`config.mk`:
```
export PLATFORM = sky130hd
export DESIGN_NAME = rfsc_sleep_ctrl
export DESIGN_NICKNAME = d
export VERILOG_FILES = /design/src/rtl/rfsc_pkg.sv /design/src/rtl/rfsc_sleep_ctrl.sv
export SDC_FILE = /design/constraint.sdc
export NUM_CORES = 1
export LEC_CHECK = 0
export BUFFER_PORTS_ARGS = -buffer_cell sky130_fd_sc_hd__buf_2
export CORE_AREA = 2 2 206 208
export CTS_CLUSTER_SIZE = 16
export DETAILED_ROUTE_END_ITERATION = 8
export DIE_AREA = 0 0 208 210
export PLACE_DENSITY = 0.64
export SLEW_MARGIN = 20
export SYNTH_ARGS = -nofsm -noshare
export SYNTH_HDL_FRONTEND = slang
export SYNTH_SLANG_ARGS = --single-unit
```
`constraint.sdc`:
```
create_clock -name clk -period 16.2 [get_ports clk]
set_clock_uncertainty 0.1 [all_clocks]
set_input_delay 3.24 -clock clk [delete_from_list [all_inputs] [get_ports clk]]
set_output_delay 3.24 -clock clk [all_outputs]
set_load 0.1 [all_outputs]
```
`src/rtl/rfsc_pkg.sv`:
```
// Operation
// - hibernate: level request, finish work, idle, sleep
// - pin sleep ignores serial and radio activity
// - release request wakes; clear-to-send low
// - hibernate wake time about ten ms
// - doze like hibernate, shorter wake time
// - cyclic remote wakes each period, sends poll
// - coordinator sends queued data on poll
// - empty poll: sleep another full period
// - data after poll: stay awake until timer
// - cyclic remote drives clear-to-send low on wake
// - mode five also wakes on request falling edge
// - activity restarts idle timer fully
// - pin-woken module ignores pin, timer decides
// - mode zero plus coordinator enable: coordinator
// - coordinator holds one indirect message per remote (code keeps a single slot for all remotes)
// - undelivered message dropped after 2.5 periods
// - legacy coordinator mode stays always awake
// - mode zero never sleeps, stays idle/receive
// - idle timer only in modes four and five
package rfsc_pkg;
	// ---------------------------------------------------------------
	// register map (byte addresses)
	// ---------------------------------------------------------------
	localparam logic [7:0] ADDR_CTRL    = 8'h00;
	localparam logic [7:0] ADDR_PERIOD  = 8'h04;
	localparam logic [7:0] ADDR_IDLE    = 8'h08;
	localparam logic [7:0] ADDR_EVENT   = 8'h0C;
	localparam logic [7:0] ADDR_STATUS  = 8'h10;
	localparam logic [7:0] ADDR_MSGADDR = 8'h14;
	// ---------------------------------------------------------------
	// field positions and reset values
	// ---------------------------------------------------------------
	localparam int CTRL_MODE_LSB   = 0;
	localparam int CTRL_COORD_BIT  = 3;
	localparam int EVT_ACT_BIT     = 0;
	localparam int EVT_BUSY_BIT    = 1;
	localparam int EVT_POLLQ_BIT   = 2;
	localparam int EVT_DATA_BIT    = 3;
	localparam int EVT_QUEUE_BIT   = 4;
	localparam int EVT_DELIV_BIT   = 5;
	localparam logic [2:0]  MODE_RST   = 3'h0;
	localparam logic [15:0] PERIOD_RST = 16'h0064;
	localparam logic [15:0] IDLE_RST   = 16'h0032;
	localparam logic [1:0]  RESP_OKAY  = 2'h0;
	localparam logic [1:0]  RESP_SLVERR = 2'h2;
	// ---------------------------------------------------------------
	// timing: one tick per 1 ms; wake delays in us
	// ---------------------------------------------------------------
	localparam int CLK_MHZ        = 125;
	localparam int TICK_US        = 1000;
	localparam int HIB_WAKE_US    = 10200;
	localparam int DOZE_WAKE_US   = 2600;
	localparam int TICK_CYC       = TICK_US * CLK_MHZ;
	localparam int HIB_WAKE_CYC   = HIB_WAKE_US * CLK_MHZ;
	localparam int DOZE_WAKE_CYC  = DOZE_WAKE_US * CLK_MHZ;
	// retention: 2.5 periods = five half periods
	localparam int RETAIN_HALVES  = 5;
	// ---------------------------------------------------------------
	// types
	// ---------------------------------------------------------------
	typedef enum logic [2:0] {
		SM_OFF, SM_HIB, SM_DOZE, SM_RSV3, SM_CYC, SM_CYCPIN, SM_LEGCO, SM_RSV7
	} rfsc_mode_e;
	typedef enum logic [2:0] {ST_AWAKE, ST_DRAIN, ST_SLEEP, ST_WAKING, ST_POLL} rfsc_state_e;
	typedef struct packed {
		logic        valid;
		logic [63:0] dest;
		logic [31:0] age;
	} rfsc_msg_s;
endpackage

```
`src/rtl/rfsc_sleep_ctrl.sv`:
```
`timescale 1ns/1ps
`default_nettype none
module rfsc_sleep_ctrl
	import rfsc_pkg::*;
#(
	parameter int TICK_CYCLES = TICK_CYC,
	parameter int HIB_CYCLES  = HIB_WAKE_CYC,
	parameter int DOZE_CYCLES = DOZE_WAKE_CYC
) (
	// clock and reset
	input  wire logic        clk,
	input  wire logic        rst,
	// axi4-lite slave
	input  wire logic [7:0]  s_axi_awaddr,
	input  wire logic        s_axi_awvalid,
	output logic             s_axi_awready,
	input  wire logic [31:0] s_axi_wdata,
	input  wire logic [3:0]  s_axi_wstrb,
	input  wire logic        s_axi_wvalid,
	output logic             s_axi_wready,
	output logic [1:0]       s_axi_bresp,
	output logic             s_axi_bvalid,
	input  wire logic        s_axi_bready,
	input  wire logic [7:0]  s_axi_araddr,
	input  wire logic        s_axi_arvalid,
	output logic             s_axi_arready,
	output logic [31:0]      s_axi_rdata,
	output logic [1:0]       s_axi_rresp,
	output logic             s_axi_rvalid,
	input  wire logic        s_axi_rready,
	// host pins
	input  wire logic        sleepRequest,
	output logic             ctsN,
	// modem core hooks
	input  wire logic        hostActivity,
	input  wire logic        radioActivity,
	input  wire logic        coreBusy,
	input  wire logic        pollReceived,
	input  wire logic [63:0] pollSource,
	input  wire logic        queuedDataRx,
	output logic             sleeping,
	output logic             pollReq,
	output logic             msgSend,
	output logic [63:0]      msgDest,
	output logic             msgDropped
);
	// ---------------------------------------------------------------
	// pin synchroniser
	// ---------------------------------------------------------------
	logic reqMeta_r, reqSync_r, reqPrev_r;
	always_ff @(posedge clk or posedge rst) begin
		if (rst) begin
			reqMeta_r <= 1'b0;
			reqSync_r <= 1'b0;
			reqPrev_r <= 1'b0;
		end else begin
			reqMeta_r <= sleepRequest;
			reqSync_r <= reqMeta_r;
			reqPrev_r <= reqSync_r;
		end
	end
	wire reqFall = reqPrev_r & ~reqSync_r;

	// ---------------------------------------------------------------
	// configuration registers
	// ---------------------------------------------------------------
	logic [2:0]  sleepModeSelect_r;  // mode field
	logic        coordEnable_r;      // coordinator enable
	logic [15:0] cyclicSleepPeriod_r;       // in ms ticks
	logic [15:0] idleBeforeSleepTimer_r;    // in ms ticks
	logic [63:0] queueAddr_r;        // staged message destination
	rfsc_mode_e  mode;

	// unlisted codes fall back to disabled
	always_comb begin
		case (sleepModeSelect_r)
			3'h1, 3'h2, 3'h4, 3'h5, 3'h6: mode = rfsc_mode_e'(sleepModeSelect_r);
			default: mode = SM_OFF;
		endcase
	end
	wire pinMode  = (mode == SM_HIB) || (mode == SM_DOZE);
	wire cycMode  = (mode == SM_CYC) || (mode == SM_CYCPIN);
	wire isCoord  = ((mode == SM_OFF) && coordEnable_r) || (mode == SM_LEGCO);

	// ---------------------------------------------------------------
	// axi4-lite slave: one write and one read at a time
	// ---------------------------------------------------------------
	logic awHeld_r, wHeld_r;
	logic [7:0]  awAddr_r;
	logic [31:0] wData_r;
	logic        queuePulse_r;
	assign s_axi_awready = ~awHeld_r & ~s_axi_bvalid;
	assign s_axi_wready  = ~wHeld_r & ~s_axi_bvalid;
	assign s_axi_arready = ~s_axi_rvalid;
	wire doWrite = awHeld_r & wHeld_r;

	always_ff @(posedge clk or posedge rst) begin
		if (rst) begin
			awHeld_r <= 1'b0;
			wHeld_r <= 1'b0;
			awAddr_r <= 8'h00;
			wData_r <= 32'h0000_0000;
			s_axi_bvalid <= 1'b0;
			s_axi_bresp <= RESP_OKAY;
		end else begin
			if (s_axi_awvalid && s_axi_awready) begin
				awHeld_r <= 1'b1;
				awAddr_r <= s_axi_awaddr;
			end
			if (s_axi_wvalid && s_axi_wready) begin
				wHeld_r <= 1'b1;
				wData_r <= s_axi_wdata;
			end
			if (doWrite) begin
				awHeld_r <= 1'b0;
				wHeld_r <= 1'b0;
				s_axi_bvalid <= 1'b1;
				s_axi_bresp <= (awAddr_r <= ADDR_MSGADDR && awAddr_r[1:0] == 2'h0
					&& awAddr_r != ADDR_STATUS) ? RESP_OKAY : RESP_SLVERR;
			end else if (s_axi_bready) begin
				s_axi_bvalid <= 1'b0;
			end
		end
	end

	// register writes; strobes ignored for simplicity, full word writes
	always_ff @(posedge clk or posedge rst) begin
		if (rst) begin
			sleepModeSelect_r <= MODE_RST;
			coordEnable_r <= 1'b0;
			cyclicSleepPeriod_r <= PERIOD_RST;
			idleBeforeSleepTimer_r <= IDLE_RST;
			queueAddr_r <= 64'h0;
			queuePulse_r <= 1'b0;
		end else begin
			queuePulse_r <= 1'b0;
			if (doWrite) begin
				case (awAddr_r)
					ADDR_CTRL: begin
						sleepModeSelect_r <= wData_r[CTRL_MODE_LSB +: 3];
						coordEnable_r <= wData_r[CTRL_COORD_BIT];
					end
					ADDR_PERIOD:  cyclicSleepPeriod_r <= wData_r[15:0];
					ADDR_IDLE:    idleBeforeSleepTimer_r <= wData_r[15:0];
					ADDR_MSGADDR: begin
						queueAddr_r <= {32'h0, wData_r};
						queuePulse_r <= 1'b1;
					end
					default: ;
				endcase
			end
		end
	end

	// ---------------------------------------------------------------
	// tick divider: one enable pulse per millisecond
	// ---------------------------------------------------------------
	logic [31:0] tickCnt_r;
	wire tick = (tickCnt_r == 32'(TICK_CYCLES - 1));
	always_ff @(posedge clk or posedge rst) begin
		if (rst) tickCnt_r <= 32'h0;
		else tickCnt_r <= tick ? 32'h0 : tickCnt_r + 32'h1;
	end

	// ---------------------------------------------------------------
	// sleep state machine
	// ---------------------------------------------------------------
	rfsc_state_e state_r;
	logic [31:0] cnt_r;      // wake delay in cycles or period in ticks
	logic [15:0] idleCnt_r;  // idle timer in ticks
	logic        pinWoken_r; // woken by pin in mode five
	logic        pollPend_r;
	wire activity = hostActivity | radioActivity;

	always_ff @(posedge clk or posedge rst) begin
		if (rst) begin
			state_r <= ST_AWAKE;
			cnt_r <= 32'h0;
			idleCnt_r <= 16'h0;
			pinWoken_r <= 1'b0;
			pollPend_r <= 1'b0;
			pollReq <= 1'b0;
		end else begin
			pollReq <= 1'b0;
			case (state_r)
				ST_AWAKE: begin
					if (activity) idleCnt_r <= 16'h0;
					else if (tick && idleCnt_r != 16'hFFFF) idleCnt_r <= idleCnt_r + 16'h1;
					if (pinMode && reqSync_r) begin
						state_r <= ST_DRAIN;
					end else if (cycMode && !activity && idleCnt_r >= idleBeforeSleepTimer_r) begin
						state_r <= ST_SLEEP;
						cnt_r <= 32'h0;
						pinWoken_r <= 1'b0;
					end
				end
				ST_DRAIN: begin
					// finish ongoing work, pass idle, then sleep
					if (!pinMode || !reqSync_r) state_r <= ST_AWAKE;
					else if (!coreBusy) state_r <= ST_SLEEP;
				end
				ST_SLEEP: begin
					// host and radio activity ignored here
					if (pinMode && !reqSync_r) begin
						state_r <= ST_WAKING;
						cnt_r <= (mode == SM_HIB) ? 32'(HIB_CYCLES) : 32'(DOZE_CYCLES);
					end else if (mode == SM_CYCPIN && reqFall) begin
						state_r <= ST_WAKING;
						pinWoken_r <= 1'b1;
						cnt_r <= 32'(DOZE_CYCLES);
					end else if (cycMode) begin
						if (tick) cnt_r <= cnt_r + 32'h1;
						if (cnt_r >= {16'h0, cyclicSleepPeriod_r}) begin
							state_r <= ST_WAKING;
							pollPend_r <= 1'b1;
							cnt_r <= 32'(DOZE_CYCLES);
						end
					end else if (!pinMode) begin
						state_r <= ST_AWAKE;
					end
				end
				ST_WAKING: begin
					if (cnt_r != 32'h0) cnt_r <= cnt_r - 32'h1;
					else if (pollPend_r) begin
						state_r <= ST_POLL;
						pollReq <= 1'b1;
						pollPend_r <= 1'b0;
						cnt_r <= 32'h0;
					end else begin
						state_r <= ST_AWAKE;
						idleCnt_r <= 16'h0;
					end
				end
				ST_POLL: begin
					// wait one idle-timer-length window for queued data
					if (tick) cnt_r <= cnt_r + 32'h1;
					if (queuedDataRx) begin
						state_r <= ST_AWAKE;
						idleCnt_r <= 16'h0;
					end else if (hostActivity || (mode == SM_CYCPIN && reqFall)) begin
						state_r <= ST_AWAKE;
						idleCnt_r <= 16'h0;
					end else if (cnt_r >= {16'h0, idleBeforeSleepTimer_r}) begin
						state_r <= ST_SLEEP;
						cnt_r <= 32'h0;
					end
				end
				default: state_r <= ST_AWAKE;
			endcase
		end
	end

	// clear-to-send low only while awake and ready
	assign ctsN = ~(state_r == ST_AWAKE || state_r == ST_POLL);
	assign sleeping = (state_r == ST_SLEEP);

	// ---------------------------------------------------------------
	// coordinator: single indirect message slot
	// ---------------------------------------------------------------
	rfsc_msg_s msg_r;
	wire [31:0] retainHalves = 32'(RETAIN_HALVES) * {16'h0, cyclicSleepPeriod_r};
	always_ff @(posedge clk or posedge rst) begin
		if (rst) begin
			msg_r <= '0;
			msgSend <= 1'b0;
			msgDest <= 64'h0;
			msgDropped <= 1'b0;
		end else begin
			msgSend <= 1'b0;
			msgDropped <= 1'b0;
			if (!isCoord) begin
				msg_r.valid <= 1'b0;
			end else if (msg_r.valid && pollReceived && pollSource == msg_r.dest) begin
				msg_r.valid <= 1'b0;
				msgSend <= 1'b1;
				msgDest <= msg_r.dest;
			end else if (msg_r.valid && msg_r.age >= retainHalves) begin
				msg_r.valid <= 1'b0;
				msgDropped <= 1'b1;
			end else if (queuePulse_r && !msg_r.valid) begin
				msg_r.valid <= 1'b1;
				msg_r.dest <= queueAddr_r;
				msg_r.age <= 32'h0;
			end else if (msg_r.valid && tick) begin
				// age counted in half-ms so 2.5 periods stays exact
				msg_r.age <= msg_r.age + 32'h2;
			end
		end
	end

	// ---------------------------------------------------------------
	// read path
	// ---------------------------------------------------------------
	always_ff @(posedge clk or posedge rst) begin
		if (rst) begin
			s_axi_rvalid <= 1'b0;
			s_axi_rdata <= 32'h0;
			s_axi_rresp <= RESP_OKAY;
		end else if (s_axi_arvalid && s_axi_arready) begin
			s_axi_rvalid <= 1'b1;
			s_axi_rresp <= RESP_OKAY;
			case (s_axi_araddr)
				ADDR_CTRL:    s_axi_rdata <= {28'h0, coordEnable_r, sleepModeSelect_r};
				ADDR_PERIOD:  s_axi_rdata <= {16'h0, cyclicSleepPeriod_r};
				ADDR_IDLE:    s_axi_rdata <= {16'h0, idleBeforeSleepTimer_r};
				ADDR_STATUS:  s_axi_rdata <= {26'h0, msg_r.valid, isCoord, pinWoken_r, state_r};
				ADDR_MSGADDR: s_axi_rdata <= queueAddr_r[31:0];
				default: begin
					s_axi_rdata <= 32'h0;
					s_axi_rresp <= RESP_SLVERR;
				end
			endcase
		end else if (s_axi_rready) begin
			s_axi_rvalid <= 1'b0;
		end
	end
endmodule
`default_nettype wire

```
==> results of run 1 <==
-- sequential cells by signal, indices dropped and copies added (netlist names), 3 cells and up --
name                    cells
awAddr_r                    8
cnt_r                      32
cyclicSleepPeriod_r        16
idleBeforeSleepTimer_r     16
idleCnt_r                  16
msgDest                    32
msg_r                      64
queueAddr_r                32
s_axi_rdata                32
sleepModeSelect_r           3
state_r                     3
tickCnt_r                  32
wData_r                    32
-- layout make-up --
class / instances / area [um2] / area share (%)
Antenna cell: 3 / 7.51 / 0.0353
Tap cell: 539 / 674 / 3.17
Timing Repair Buffer: 215 / 1160 / 5.46
Clock inverter: 16 / 275 / 1.29
Multi-Input combinational cell: 1364 / 9400 / 44.2
Inverter: 69 / 267 / 1.25
Clock buffer: 55 / 1130 / 5.29
Sequential cell: 334 / 8370 / 39.3
-- routing by layer --
metal | vias up | share of wire [%] | global-route usage (%)
li1 | 6926 | - | -
met1 | 7319 | 45 | 31.2
met2 | 404 | 47 | 36.0
met3 | 82 | 5.4 | 4.19
met4 | 4 | 2.6 | 7.14
met5 | - | 0.042 | 0
-- power breakdown --
part           switching (mW)  leakage, nW  total, mW  internal [mW]
combinational           0.603         5.02      0.983          0.380
clock                   0.373        0.681      0.945          0.572
sequential              0.172         4.46       1.13          0.963
-- logic make-up (layout without fill, tap and decap cells) --
logic type / Yosys count / count (layout) / synth area share (%)
AOI/OAI and AO/OA: 354 / 354 / 12.5
xor gates and xnor gates: 93 / 93 / 4.42
DFF: 334 / 334 / 45.4
and+or+nand+nor: 634 / 634 / 17.0
other: 1 / 37 / 0.0204
adders and majority gates: 100 / 100 / 6.84
buffers and inverters: 179 / 355 / 4.44
muxes: 149 / 149 / 9.32
-- synthesized netlist by cell type (9+ instances only) --
master,count
sky130_fd_sc_hd__clkbuf_1,65
sky130_fd_sc_hd__and4_1,9
sky130_fd_sc_hd__or4_1,11
sky130_fd_sc_hd__ha_1,99
sky130_fd_sc_hd__nor2b_1,14
sky130_fd_sc_hd__nor2_1,101
sky130_fd_sc_hd__a21o_1,21
sky130_fd_sc_hd__and3_1,29
sky130_fd_sc_hd__dfrtp_1,328
sky130_fd_sc_hd__and2_1,29
sky130_fd_sc_hd__a221oi_1,12
sky130_fd_sc_hd__a21oi_1,78
sky130_fd_sc_hd__nor4_1,27
sky130_fd_sc_hd__o21ai_0,96
sky130_fd_sc_hd__a22o_1,23
sky130_fd_sc_hd__a31oi_1,14
sky130_fd_sc_hd__buf_4,35
sky130_fd_sc_hd__nand2b_1,18
sky130_fd_sc_hd__nand4_1,37
sky130_fd_sc_hd__a22oi_1,15
sky130_fd_sc_hd__xnor2_1,67
sky130_fd_sc_hd__nand2_1,239
sky130_fd_sc_hd__mux2_2,140
sky130_fd_sc_hd__nor3_1,30
sky130_fd_sc_hd__xor2_1,26
sky130_fd_sc_hd__or3_1,9
sky130_fd_sc_hd__a211oi_1,13
sky130_fd_sc_hd__o31ai_1,13
sky130_fd_sc_hd__inv_1,69
sky130_fd_sc_hd__nand3_1,46
-- layout by cell type, fill, tap and decap left out, types with 30 or more instances in the layout --
master                      netlist  final
sky130_fd_sc_hd__buf_2            6    200
sky130_fd_sc_hd__nor3_1          30     30
sky130_fd_sc_hd__a21oi_1         78     78
sky130_fd_sc_hd__inv_1           69     68
sky130_fd_sc_hd__nand2_1        239    239
sky130_fd_sc_hd__xnor2_1         67     67
sky130_fd_sc_hd__nor2_1         101     98
sky130_fd_sc_hd__nand4_1         37     37
sky130_fd_sc_hd__mux2_2         140    140
sky130_fd_sc_hd__ha_1            99     99
sky130_fd_sc_hd__clkbuf_16        0     39
sky130_fd_sc_hd__conb_1           1     34
sky130_fd_sc_hd__nand3_1         46     46
sky130_fd_sc_hd__dfrtp_1        328    328
sky130_fd_sc_hd__o21ai_0         96     95
-- worst max-delay path by stage --
stage,to,slack [ns]
after floorplan,awAddr_r[0],3.62
after global placement,cnt_r[7],9.93
after detailed placement,cnt_r[7],9.93
after CTS,sleeping,10.22
after global routing,sleeping,10.10
final,sleeping,10.20
-- metrics by stage --
step           cell area (um2)  utilization, %
3_3_place_gp             19800            47.7
2_1_floorplan            18500               -
5_1_grt                  21300            51.3
4_1_cts                  21200            51.1
3_5_place_dp             19800            47.8
6_report                 21300            51.3
-- critical path: stages (launching register included) --
cell and delay (ns):
sky130_fd_sc_hd__dfrtp_1 0.55, sky130_fd_sc_hd__nor2b_1 0.48, sky130_fd_sc_hd__nand2b_1 0.33, sky130_fd_sc_hd__inv_1 0.26
sky130_fd_sc_hd__buf_2 0.47
==> summary.md, run 1 <==
| Metric | Value |
|---|---|
| Run status | finished clean |
| Critical path capture point type | output port |
| Initial core utilization | around 44% |
| Clock Tree Root | sky130_fd_sc_hd__clkbuf_16 |
| Die height | 210 um |
| CTS H-tree lvls | 2 |
| DRC marker count from the first detailed-route iteration | between 900 and 1000 |
| Max Transition Viols Final | 0 |
| Yosys top cell area share | around 45% |
| Static leakage power | 10.2 nW |
| Vias in the first global route | around 14000 |
| Portion of the post-synthesis area used by sequential elements | a little under half |
| Dpl hpwl | roughly 36 mm |
| Number of max-capacitance violations reported | 0 |
| Post-route insts no fill | 2595 |
| Number of cell instances on the worst register-to-register path | 18 |
| Most common flop cell mapped by yosys | sky130_fd_sc_hd__dfrtp_1 |
| Later-pin clock latency in the skew report | about 0.57 ns |
| Worst hold path stage count | 0 |
| Worst-case hold slack | between 0.2 and 0.3 ns |
| Fmax | about 170 MHz |
| Highest ir drop seen on vdd | between 0.1 and 0.15 mV |
| Internal reg-to-reg setup slack | around 11 ns |
| Fin crit period | around 6 ns |
| Global-route wire length before repair | 79.0 mm |
| Unrepaired setup endpoints after global routing | no |
| CTS tree | built |
| Remaining design rule violation count | 0 |
| Number of nets in the layout | ~2300 |
| Signed area change from the synthesized netlist to the final layout | 15.5% |
| Number of antenna violations at the first check in global routing | 6 |
| Post-placement cell count | between 2000 and 3000 |
| Post-Synthesis Cell Area | approximately 18000 um2 |
| Tightest Pin Transition | 1.09 ns |
| Gate count after technology mapping | 1844 |
| Num rows | between 70 and 80 |
| Inserted Clock Buffers | 39 |
| Post-Route Setup TNS | 0 ns |
| Required time of the worst setup path | around 13 ns |
| Post-synthesis cell type with the largest combined area | sky130_fd_sc_hd__dfrtp_1 |
| Element type at the critical path start | register |
| Synthesis warning total | 0 |
| Fraction of the cycle the final worst path needs | between 30% and 40% |
| Total of endpoints with negative setup slack in the final report | 0 |
| Maximum number of pins on one net before global-route repair | about 130 |
| Layout filler cell count | about 3800 |
| Largest fanout on the critical path | 9 |
| Total congestion overflow | 0 |
| Worst r2r dst | msg_r[7] |
| Final antenna-violating net count | 0 |
| Clock transition at the registers of the reported paths | 0.05 ns |
| Per-cell routed wire length | 19.1 um |
| Setup slack of the critical path after layout | roughly 10 ns |
| Total GRT Usage | 22.6% |
| Floorplan die area | 43700 um2 |
| Routability-driven placement congestion ratio | ~0.88 |
| Post-synthesis sequential element count | ~330 |
| Port Buffer Count | 200 |
| Path class of the lowest-slack min-delay path | register to register |
| Buffers inserted by post-CTS timing repair | 0 |
| Total power draw | around 3.1 mW |
| Post-cts sizing count | 0 |
| Total power density per cell area | between 100 and 150 nW/um2 |
| Total Wirelength | around 50 mm |
| Via Count | approximately 15000 |
| Hold Buf Count CTS | 0 |
| Async set-or-reset flop fraction in the synthesized netlist | 100% |
| Fraction of final layout cells sized beyond drive strength 1 | a little under a quarter |
| Hold Fails Final Rpt | 0 |
| Number of synthesized flops with an enable pin | 0 |
| Critical Path Start | state_r[1] |
| Horizontal extent of the die | between 200 and 250 um |
| DP Worst Slack | 9.93 ns |
| Min-Delay Startpoint | reqMeta_r |
| Cell types with the largest area share after synthesis | sky130_fd_sc_hd__dfrtp_1 45%, sky130_fd_sc_hd__mux2_2 8.6%, sky130_fd_sc_hd__ha_1 6.7% |
| Avg Vias per Cell | ~5.7 |
| Post-synthesis area per instance | 9.99 um2 |
| Hold Path End | reqSync_r |
| Largest buffer count on any clock path | 3 |
| Crit Reg-Reg Startpoint | cyclicSleepPeriod_r[1] |
| Worst path arrival time | ~2.7 ns |
| Boundary pin count | approximately 240 |
| Slew headroom | approximately a quarter |
| Clock net sink count | between 300 and 400 |
| Placeable core area | approximately 41000 um2 |
| Critical Setup Path Class | register to output port |
| Number of library cell types mapped by synthesis | between 70 and 80 |
| Number of optimization iterations in the first detailed-route pass | 5 |
(Power assumes the default switching activity.)
==> inputs of run 2 (changes only) <==
- PLACE_DENSITY: 0.64 -> 0.66
- clock period: 16.2 -> 4.8 ns (I/O delays scaled with it)
==> run 2 against run 1 <==
- sequential power grew to 3.4 times the previous value
- die area unchanged
- flip-flop and latch count did not move
- final area about the same
==> summary.md, run 2 (synthesized netlist as in run 1, its figures left out) <==
| Metric | Value |
|---|---|
| Kind of cell adding the most delay to the critical path | compound AO/OA/AOI/OAI gates |
| Number of max-capacitance violations reported | 0 |
| Floorplan die area | around 44000 um2 |
| Die height | approximately 210 um |
| CTS H-tree lvls | 2 |
| Commonest non-fill, non-tap cell in the layout | sky130_fd_sc_hd__dfrtp_1 |
| Number of antenna violations at the first check in global routing | 3 |
| Area of placed instances | ~20000 um2 |
| Largest buffer count on any clock path | 3 |
| Boundary pin count | around 240 |
| Number of optimization iterations in the first detailed-route pass | 5 |
| Fraction of final layout cells sized beyond drive strength 1 | between 20% and 30% |
| Post-route insts no fill | around 2600 |
| Worst r2r dst | msg_r[18] |
| Total power draw | slightly above 10 mW |
| Register area | around 8400 um2 |
| Setup slack of the critical path after layout | 0.224 ns |
| Total congestion overflow | 0 |
| Static leakage power | a little over 10 nW |
| Number of nets in the layout | around 2300 |
| Cell type of the slowest stage on the worst timing path | sky130_fd_sc_hd__dfstp_2 |
| Critical Setup Path Class | register to register |
| Multi-input logic area | 9430 um2 |
| Routed wl met2 | approximately 23 mm |
| Final antenna-violating net count | 0 |
| Crit Reg-Reg Startpoint | cyclicSleepPeriod_r[2] |
| Total Wirelength | a little under 50 mm |
| Clock Tree Root | sky130_fd_sc_hd__clkbuf_16 |
| Number of cell instances on the worst register-to-register path | 17 |
| Signed area change from the synthesized netlist to the final layout | 15.6% |
| Num rows | between 70 and 80 |
| Routability-driven placement congestion ratio | roughly 0.88 |
| Max Transition Viols Final | 0 |
| Placeable core area | around 41000 um2 |
| Routed metal-1 wirelength | ~22 mm |
| Fmax | approximately 220 MHz |
| Buffers inserted by post-CTS timing repair | 0 |
| Fraction of the cycle the final worst path needs | 95.3% |
| Register ranked first by flip-flop count | msg_r |
| Fin crit period | approximately 4.6 ns |
| Required time of the worst setup path | roughly 5.2 ns |
| Path class of the lowest-slack min-delay path | register to register |
| Cell-by-cell listing of the critical path | ha_1 > fa_2 > a21o_1 > a21oi_2 > nand2b_1 > a211o_1 > a31oi_1 > a21o_1 > a21oi_1 > xnor2_1 > ha_1 > a21o_1 > nor3_4 > o211ai_1 > and2_4 > or4_1 > a21oi_1 |
| Port Buffer Count | 200 |
| Avg Vias per Cell | ~5.6 |
| Total power density per cell area | 477 nW/um2 |
| Leading cell types in the layout, fill and taps excluded | 328 x sky130_fd_sc_hd__dfrtp_1, 239 x sky130_fd_sc_hd__nand2_1, 200 x sky130_fd_sc_hd__buf_2, 140 x sky130_fd_sc_hd__mux2_2, 99 x sky130_fd_sc_hd__ha_1 |
| Run status | finished clean |
| Highest ir drop seen on vdd | roughly 0.63 mV |
| Clock net sink count | approximately 330 |
| Global-route wire length before repair | 80.0 mm |
| Slew headroom | a little over a quarter |
| Remaining design rule violation count | 0 |
| Hold Path End | reqSync_r |
| DRC marker count from the first detailed-route iteration | approximately 1200 |
| Critical Path Start | cyclicSleepPeriod_r[2] |
| Critical path capture point type | register |
| Post-Route Setup TNS | 0 ns |
| Hold Fails Final Rpt | 0 |
| Metal3 WL | 2.79 mm |
| Min-Delay Startpoint | reqMeta_r |
| Horizontal extent of the die | around 210 um |
| Post-placement cell count | roughly 2500 |
| Layout filler cell count | 3801 |
| Maximum number of pins on one net before global-route repair | 150 |
| Inserted Clock Buffers | 38 |
| CTS tree | built |
| Largest fanout on the critical path | 6 |
| Initial core utilization | ~44% |
| Worst hold path stage count | 0 |
| Vias in the first global route | between 10000 and 15000 |
| Total GRT Usage | between 20% and 30% |
| Total of endpoints with negative setup slack in the final report | 0 |
| Number of flip-flops under the largest register name | between 60 and 70 |
| Number of buffers and inverters on the critical path | 0 |
| Later-pin clock latency in the skew report | 0.58 ns |
| Longest individual stage delay on the worst path | 0.59 ns |
| Per-cell routed wire length | 18.8 um |
| Most repeated library cell on the critical path | sky130_fd_sc_hd__a21o_1 |
| Dpl hpwl | between 30 and 40 mm |
| Tightest Pin Transition | roughly 1.1 ns |
| Final non-filler cell area | between 20000 and 25000 um2 |
| Element type at the critical path start | register |
| Internal reg-to-reg setup slack | between 0.2 and 0.25 ns |
| Via Count | around 15000 |
| DR top layer | met4 |
| Worst path arrival time | ~5.0 ns |
| Clock transition at the registers of the reported paths | about 0.060 ns |
| DP Worst Slack | ~0.060 ns |
run 2: per-layer routing:
metal	vias up	global-route usage, %
met5	-	0
met4	0	7.02
met3	84	3.96
met2	430	36.0
met1	7255	31.6
li1	6946	-
run 2: cell type report:
cell class	instances	area share (%)
tap	539	3.17
timing repair buffer	230	5.94
multi-input combinational	1364	44.3
inverter	69	1.23
sequential	334	39.3
antenna	2	0.0235
clock inverter	14	1.12
clock buffer	55	4.91
run 2: repair_timing:
item,CTS,global route
gates resized for setup,0,13
hold buffers,0,0
setup endpoints to repair,0,18
run 2: worst max-delay path by stage:
stage	end	slack (ns)	cells after the start
floorplan	awAddr_r[0]	-0.72	1
global placement	msg_r[14]	0.14	17
detailed placement	msg_r[18]	0.06	18
CTS	msg_r[18]	0.03	19
global route	msg_r[16]	-0.02	19
finish	msg_r[18]	0.22	17
run 2: stage by stage:
step                hold slack [ns]  util, %
finish                        0.250     51.3
global placement              0.236     48.1
global route                  0.267     51.3
detailed placement            0.237     48.1
CTS                           0.250     51.2
floorplan                     0.231        -
run 2: power breakdown:
group / switching, mW / leakage (nW) / internal (mW) / total [mW]
Clock: 1.23 / 0.623 / 1.76 / 2.98
Sequential: 0.577 / 4.46 / 3.25 / 3.83
Combinational: 2.03 / 5.10 / 1.32 / 3.35
==> inputs of run 3 (changes only) <==
- REMOVE_ABC_BUFFERS: unset -> 1
==> run 3 against run 2 <==
- clock-buffer cell count rose by 9
- routed wire length rose by 2.9%
- final area rose by 0.59%
- fmax barely moved
- critical endpoint is now msg_r[16]
- register-to-register slack barely moved
==> summary.md, run 3 (synthesized netlist as in run 1, its figures left out) <==
| Metric | Value |
|---|---|
| Run status | finished clean |
| Total power draw | 10.3 mW |
| Min-Delay Startpoint | reqMeta_r |
| Total Wirelength | approximately 50 mm |
| Number of max-capacitance violations reported | 0 |
| Num rows | between 70 and 80 |
| Layout filler cell count | between 3000 and 4000 |
| Core occupancy in the finished layout | about half |
| Remaining design rule violation count | 0 |
| Largest fanout on the critical path | 7 |
| Critical Setup Path Class | register to register |
| Total congestion overflow | 0 |
| Fin crit period | between 4 and 5 ns |
| Clock net sink count | 334 |
| Internal power component | between 6 and 7 mW |
| Boundary pin count | between 200 and 250 |
| Fmax | about 220 MHz |
| Hold Buf Count CTS | 0 |
| Number of cell instances on the worst register-to-register path | 18 |
| Global-route wire length before repair | roughly 81 mm |
| Unrepaired setup endpoints after global routing | yes |
| Sequential cell fraction of total power | between 30% and 40% |
| Hold Path End | reqSync_r |
| Comb pwr share | between 30% and 40% |
| Maximum number of pins on one net before global-route repair | 130 |
| Number of optimization iterations in the first detailed-route pass | 5 |
| Fraction of final layout cells sized beyond drive strength 1 | 23.5% |
| Final antenna-violating net count | 0 |
| Slew headroom | 26.9% |
| Total power density per cell area | between 400 and 500 nW/um2 |
| Static leakage power | approximately 10 nW |
| Element type at the critical path start | register |
| Register ranked first by flip-flop count | msg_r |
| Worst-case hold slack | approximately 0.24 ns |
| Leading cell types in the layout, fill and taps excluded | 328 x sky130_fd_sc_hd__dfrtp_1, 239 x sky130_fd_sc_hd__nand2_1, 200 x sky130_fd_sc_hd__buf_2, 140 x sky130_fd_sc_hd__mux2_2, 99 x sky130_fd_sc_hd__ha_1 |
| Die height | 210 um |
| Number of flip-flops under the largest register name | 64 |
| Internal reg-to-reg setup slack | 0.22 ns |
| Part of the total power dissipated in the clock network | roughly 30% |
| Signed area change from the synthesized netlist to the final layout | 16.3% |
| Later-pin clock latency in the skew report | approximately 0.57 ns |
| Total GRT Usage | 23.1% |
| Inserted Clock Buffers | 40 |
| CTS H-tree lvls | 2 |
| Avg Vias per Cell | between 5 and 6 |
| Largest buffer count on any clock path | 3 |
| Worst path arrival time | 4.94 ns |
| DRC marker count from the first detailed-route iteration | 900 |
| Tightest Pin Transition | approximately 1.1 ns |
| Port Buffer Count | 200 |
| Crit Reg-Reg Startpoint | cyclicSleepPeriod_r[1] |
| Fraction of the cycle the final worst path needs | between 90 and 100% |
| Hold Fails Final Rpt | 0 |
| Total of endpoints with negative setup slack in the final report | 0 |
| Vias in the first global route | around 15000 |
| CTS tree | built |
| Worst hold path stage count | 0 |
| Worst r2r dst | msg_r[16] |
| Path class of the lowest-slack min-delay path | register to register |
| Per-cell routed wire length | around 19 um |
| Via Count | roughly 15000 |
| Routability-driven placement congestion ratio | approximately 0.92 |
| Clock Tree Root | sky130_fd_sc_hd__clkbuf_16 |
| Horizontal extent of the die | approximately 210 um |
| Number of nets in the layout | roughly 2300 |
| Floorplan die area | between 40000 and 50000 um2 |
| Initial core utilization | 44.4% |
| Dpl hpwl | 36.2 mm |
| Required time of the worst setup path | about 5.2 ns |
| Commonest non-fill, non-tap cell in the layout | sky130_fd_sc_hd__dfrtp_1 |
| Highest ir drop seen on vdd | 0.452 mV |
| Number of antenna violations at the first check in global routing | 5 |
| Placeable core area | approximately 41000 um2 |
| Critical path capture point type | register |
| Net load switching power | roughly 3.9 mW |
| Max Transition Viols Final | 0 |
| Clock transition at the registers of the reported paths | ~0.060 ns |
| Share of total power consumed by net switching | 37.6% |
## run 3: cell count changes in the layout (fill, tap and decap cells not counted), sizes merged
cell / delta
clkbuf: +9
buf: +8
diode: -1
inv: +2
bufinv: -2
clkinv: -5
## run 3: how the worst max path moves through the flow
stage                                start          end  slack, ns  depth (start not counted)
floorplan                              rst  awAddr_r[0]      -5.50                          1
global placement    cyclicSleepPeriod_r[1]    msg_r[14]       0.16                         18
detailed placement  cyclicSleepPeriod_r[1]    msg_r[16]     -0.009                         18
CTS                 cyclicSleepPeriod_r[1]    msg_r[16]       0.03                         18
global route        cyclicSleepPeriod_r[1]     msg_r[8]      -0.02                         19
finish              cyclicSleepPeriod_r[1]    msg_r[16]       0.22                         18
## run 3: cell type report
cell class                 instances  area (um2)  share of cell area [%]
inverter                          69         267                    1.24
tap                              539         674                    3.15
multi-input combinational       1364        9420                    44.0
clock inverter                     9         141                   0.660
timing repair buffer             238        1320                    6.18
sequential                       334        8370                    39.1
clock buffer                      64        1210                    5.66
antenna                            1        2.50                  0.0117
## run 3: repair_timing
action,CTS,global route
endpoints found under the setup margin,4,19
cloned,0,0
pin swaps,1,5
setup buffers,1,2
hold endpoints to repair,0,0
resized for setup,1,9
## run 3: power groups by stage
stage | Combinational [mW] | Clock [mW] | Sequential [mW]
2_1_floorplan | 2.41 | 0 | 3.75
3_3_place_gp | 3.23 | 0 | 3.85
3_5_place_dp | 3.31 | 0 | 3.87
4_1_cts | 3.33 | 3.16 | 3.82
5_1_grt | 3.70 | 3.28 | 3.90
6_report | 3.36 | 3.11 | 3.84
## run 3: through the flow
step           TNS (ns)  worst slack (ns)  cell area, um2  cells
2_1_floorplan  -1822.16             -5.50           18000   1767
6_report              0             0.225           21400   2618
3_3_place_gp          0             0.164           20000   2541
3_5_place_dp   -0.00924          -0.00924           20000   2541
5_1_grt         -0.0324           -0.0235           21400   2617
4_1_cts               0            0.0321           21400   2615
## run 3: critical path, cell delays in order (launching register included)
cell,delay (ns)
sky130_fd_sc_hd__dfrtp_1,0.39
sky130_fd_sc_hd__ha_1,0.31
sky130_fd_sc_hd__ha_1,0.23
sky130_fd_sc_hd__fa_2,0.35
sky130_fd_sc_hd__a21o_1,0.18
sky130_fd_sc_hd__a21oi_2,0.14
sky130_fd_sc_hd__nand2b_4,0.15
sky130_fd_sc_hd__a211o_1,0.16
sky130_fd_sc_hd__a31oi_1,0.13
sky130_fd_sc_hd__a21o_1,0.21
sky130_fd_sc_hd__a21oi_2,0.14
sky130_fd_sc_hd__xnor2_1,0.14
sky130_fd_sc_hd__ha_1,0.27
sky130_fd_sc_hd__a21o_1,0.21
sky130_fd_sc_hd__nor3_2,0.20
sky130_fd_sc_hd__a21oi_1,0.17
sky130_fd_sc_hd__and2_1,0.27
sky130_fd_sc_hd__or4_1,0.52
sky130_fd_sc_hd__a21oi_1,0.19
## run 3: layer usage
metal / GRT usage (%) / up-vias / wire length, um
met3: 5.47 / 118 / 3620
met1: 30.3 / 7360 / 21700
met5: 0 / - / 60
met2: 37.3 / 525 / 23400
li1: - / 6961 / -
met4: 8.41 / 10 / 1700
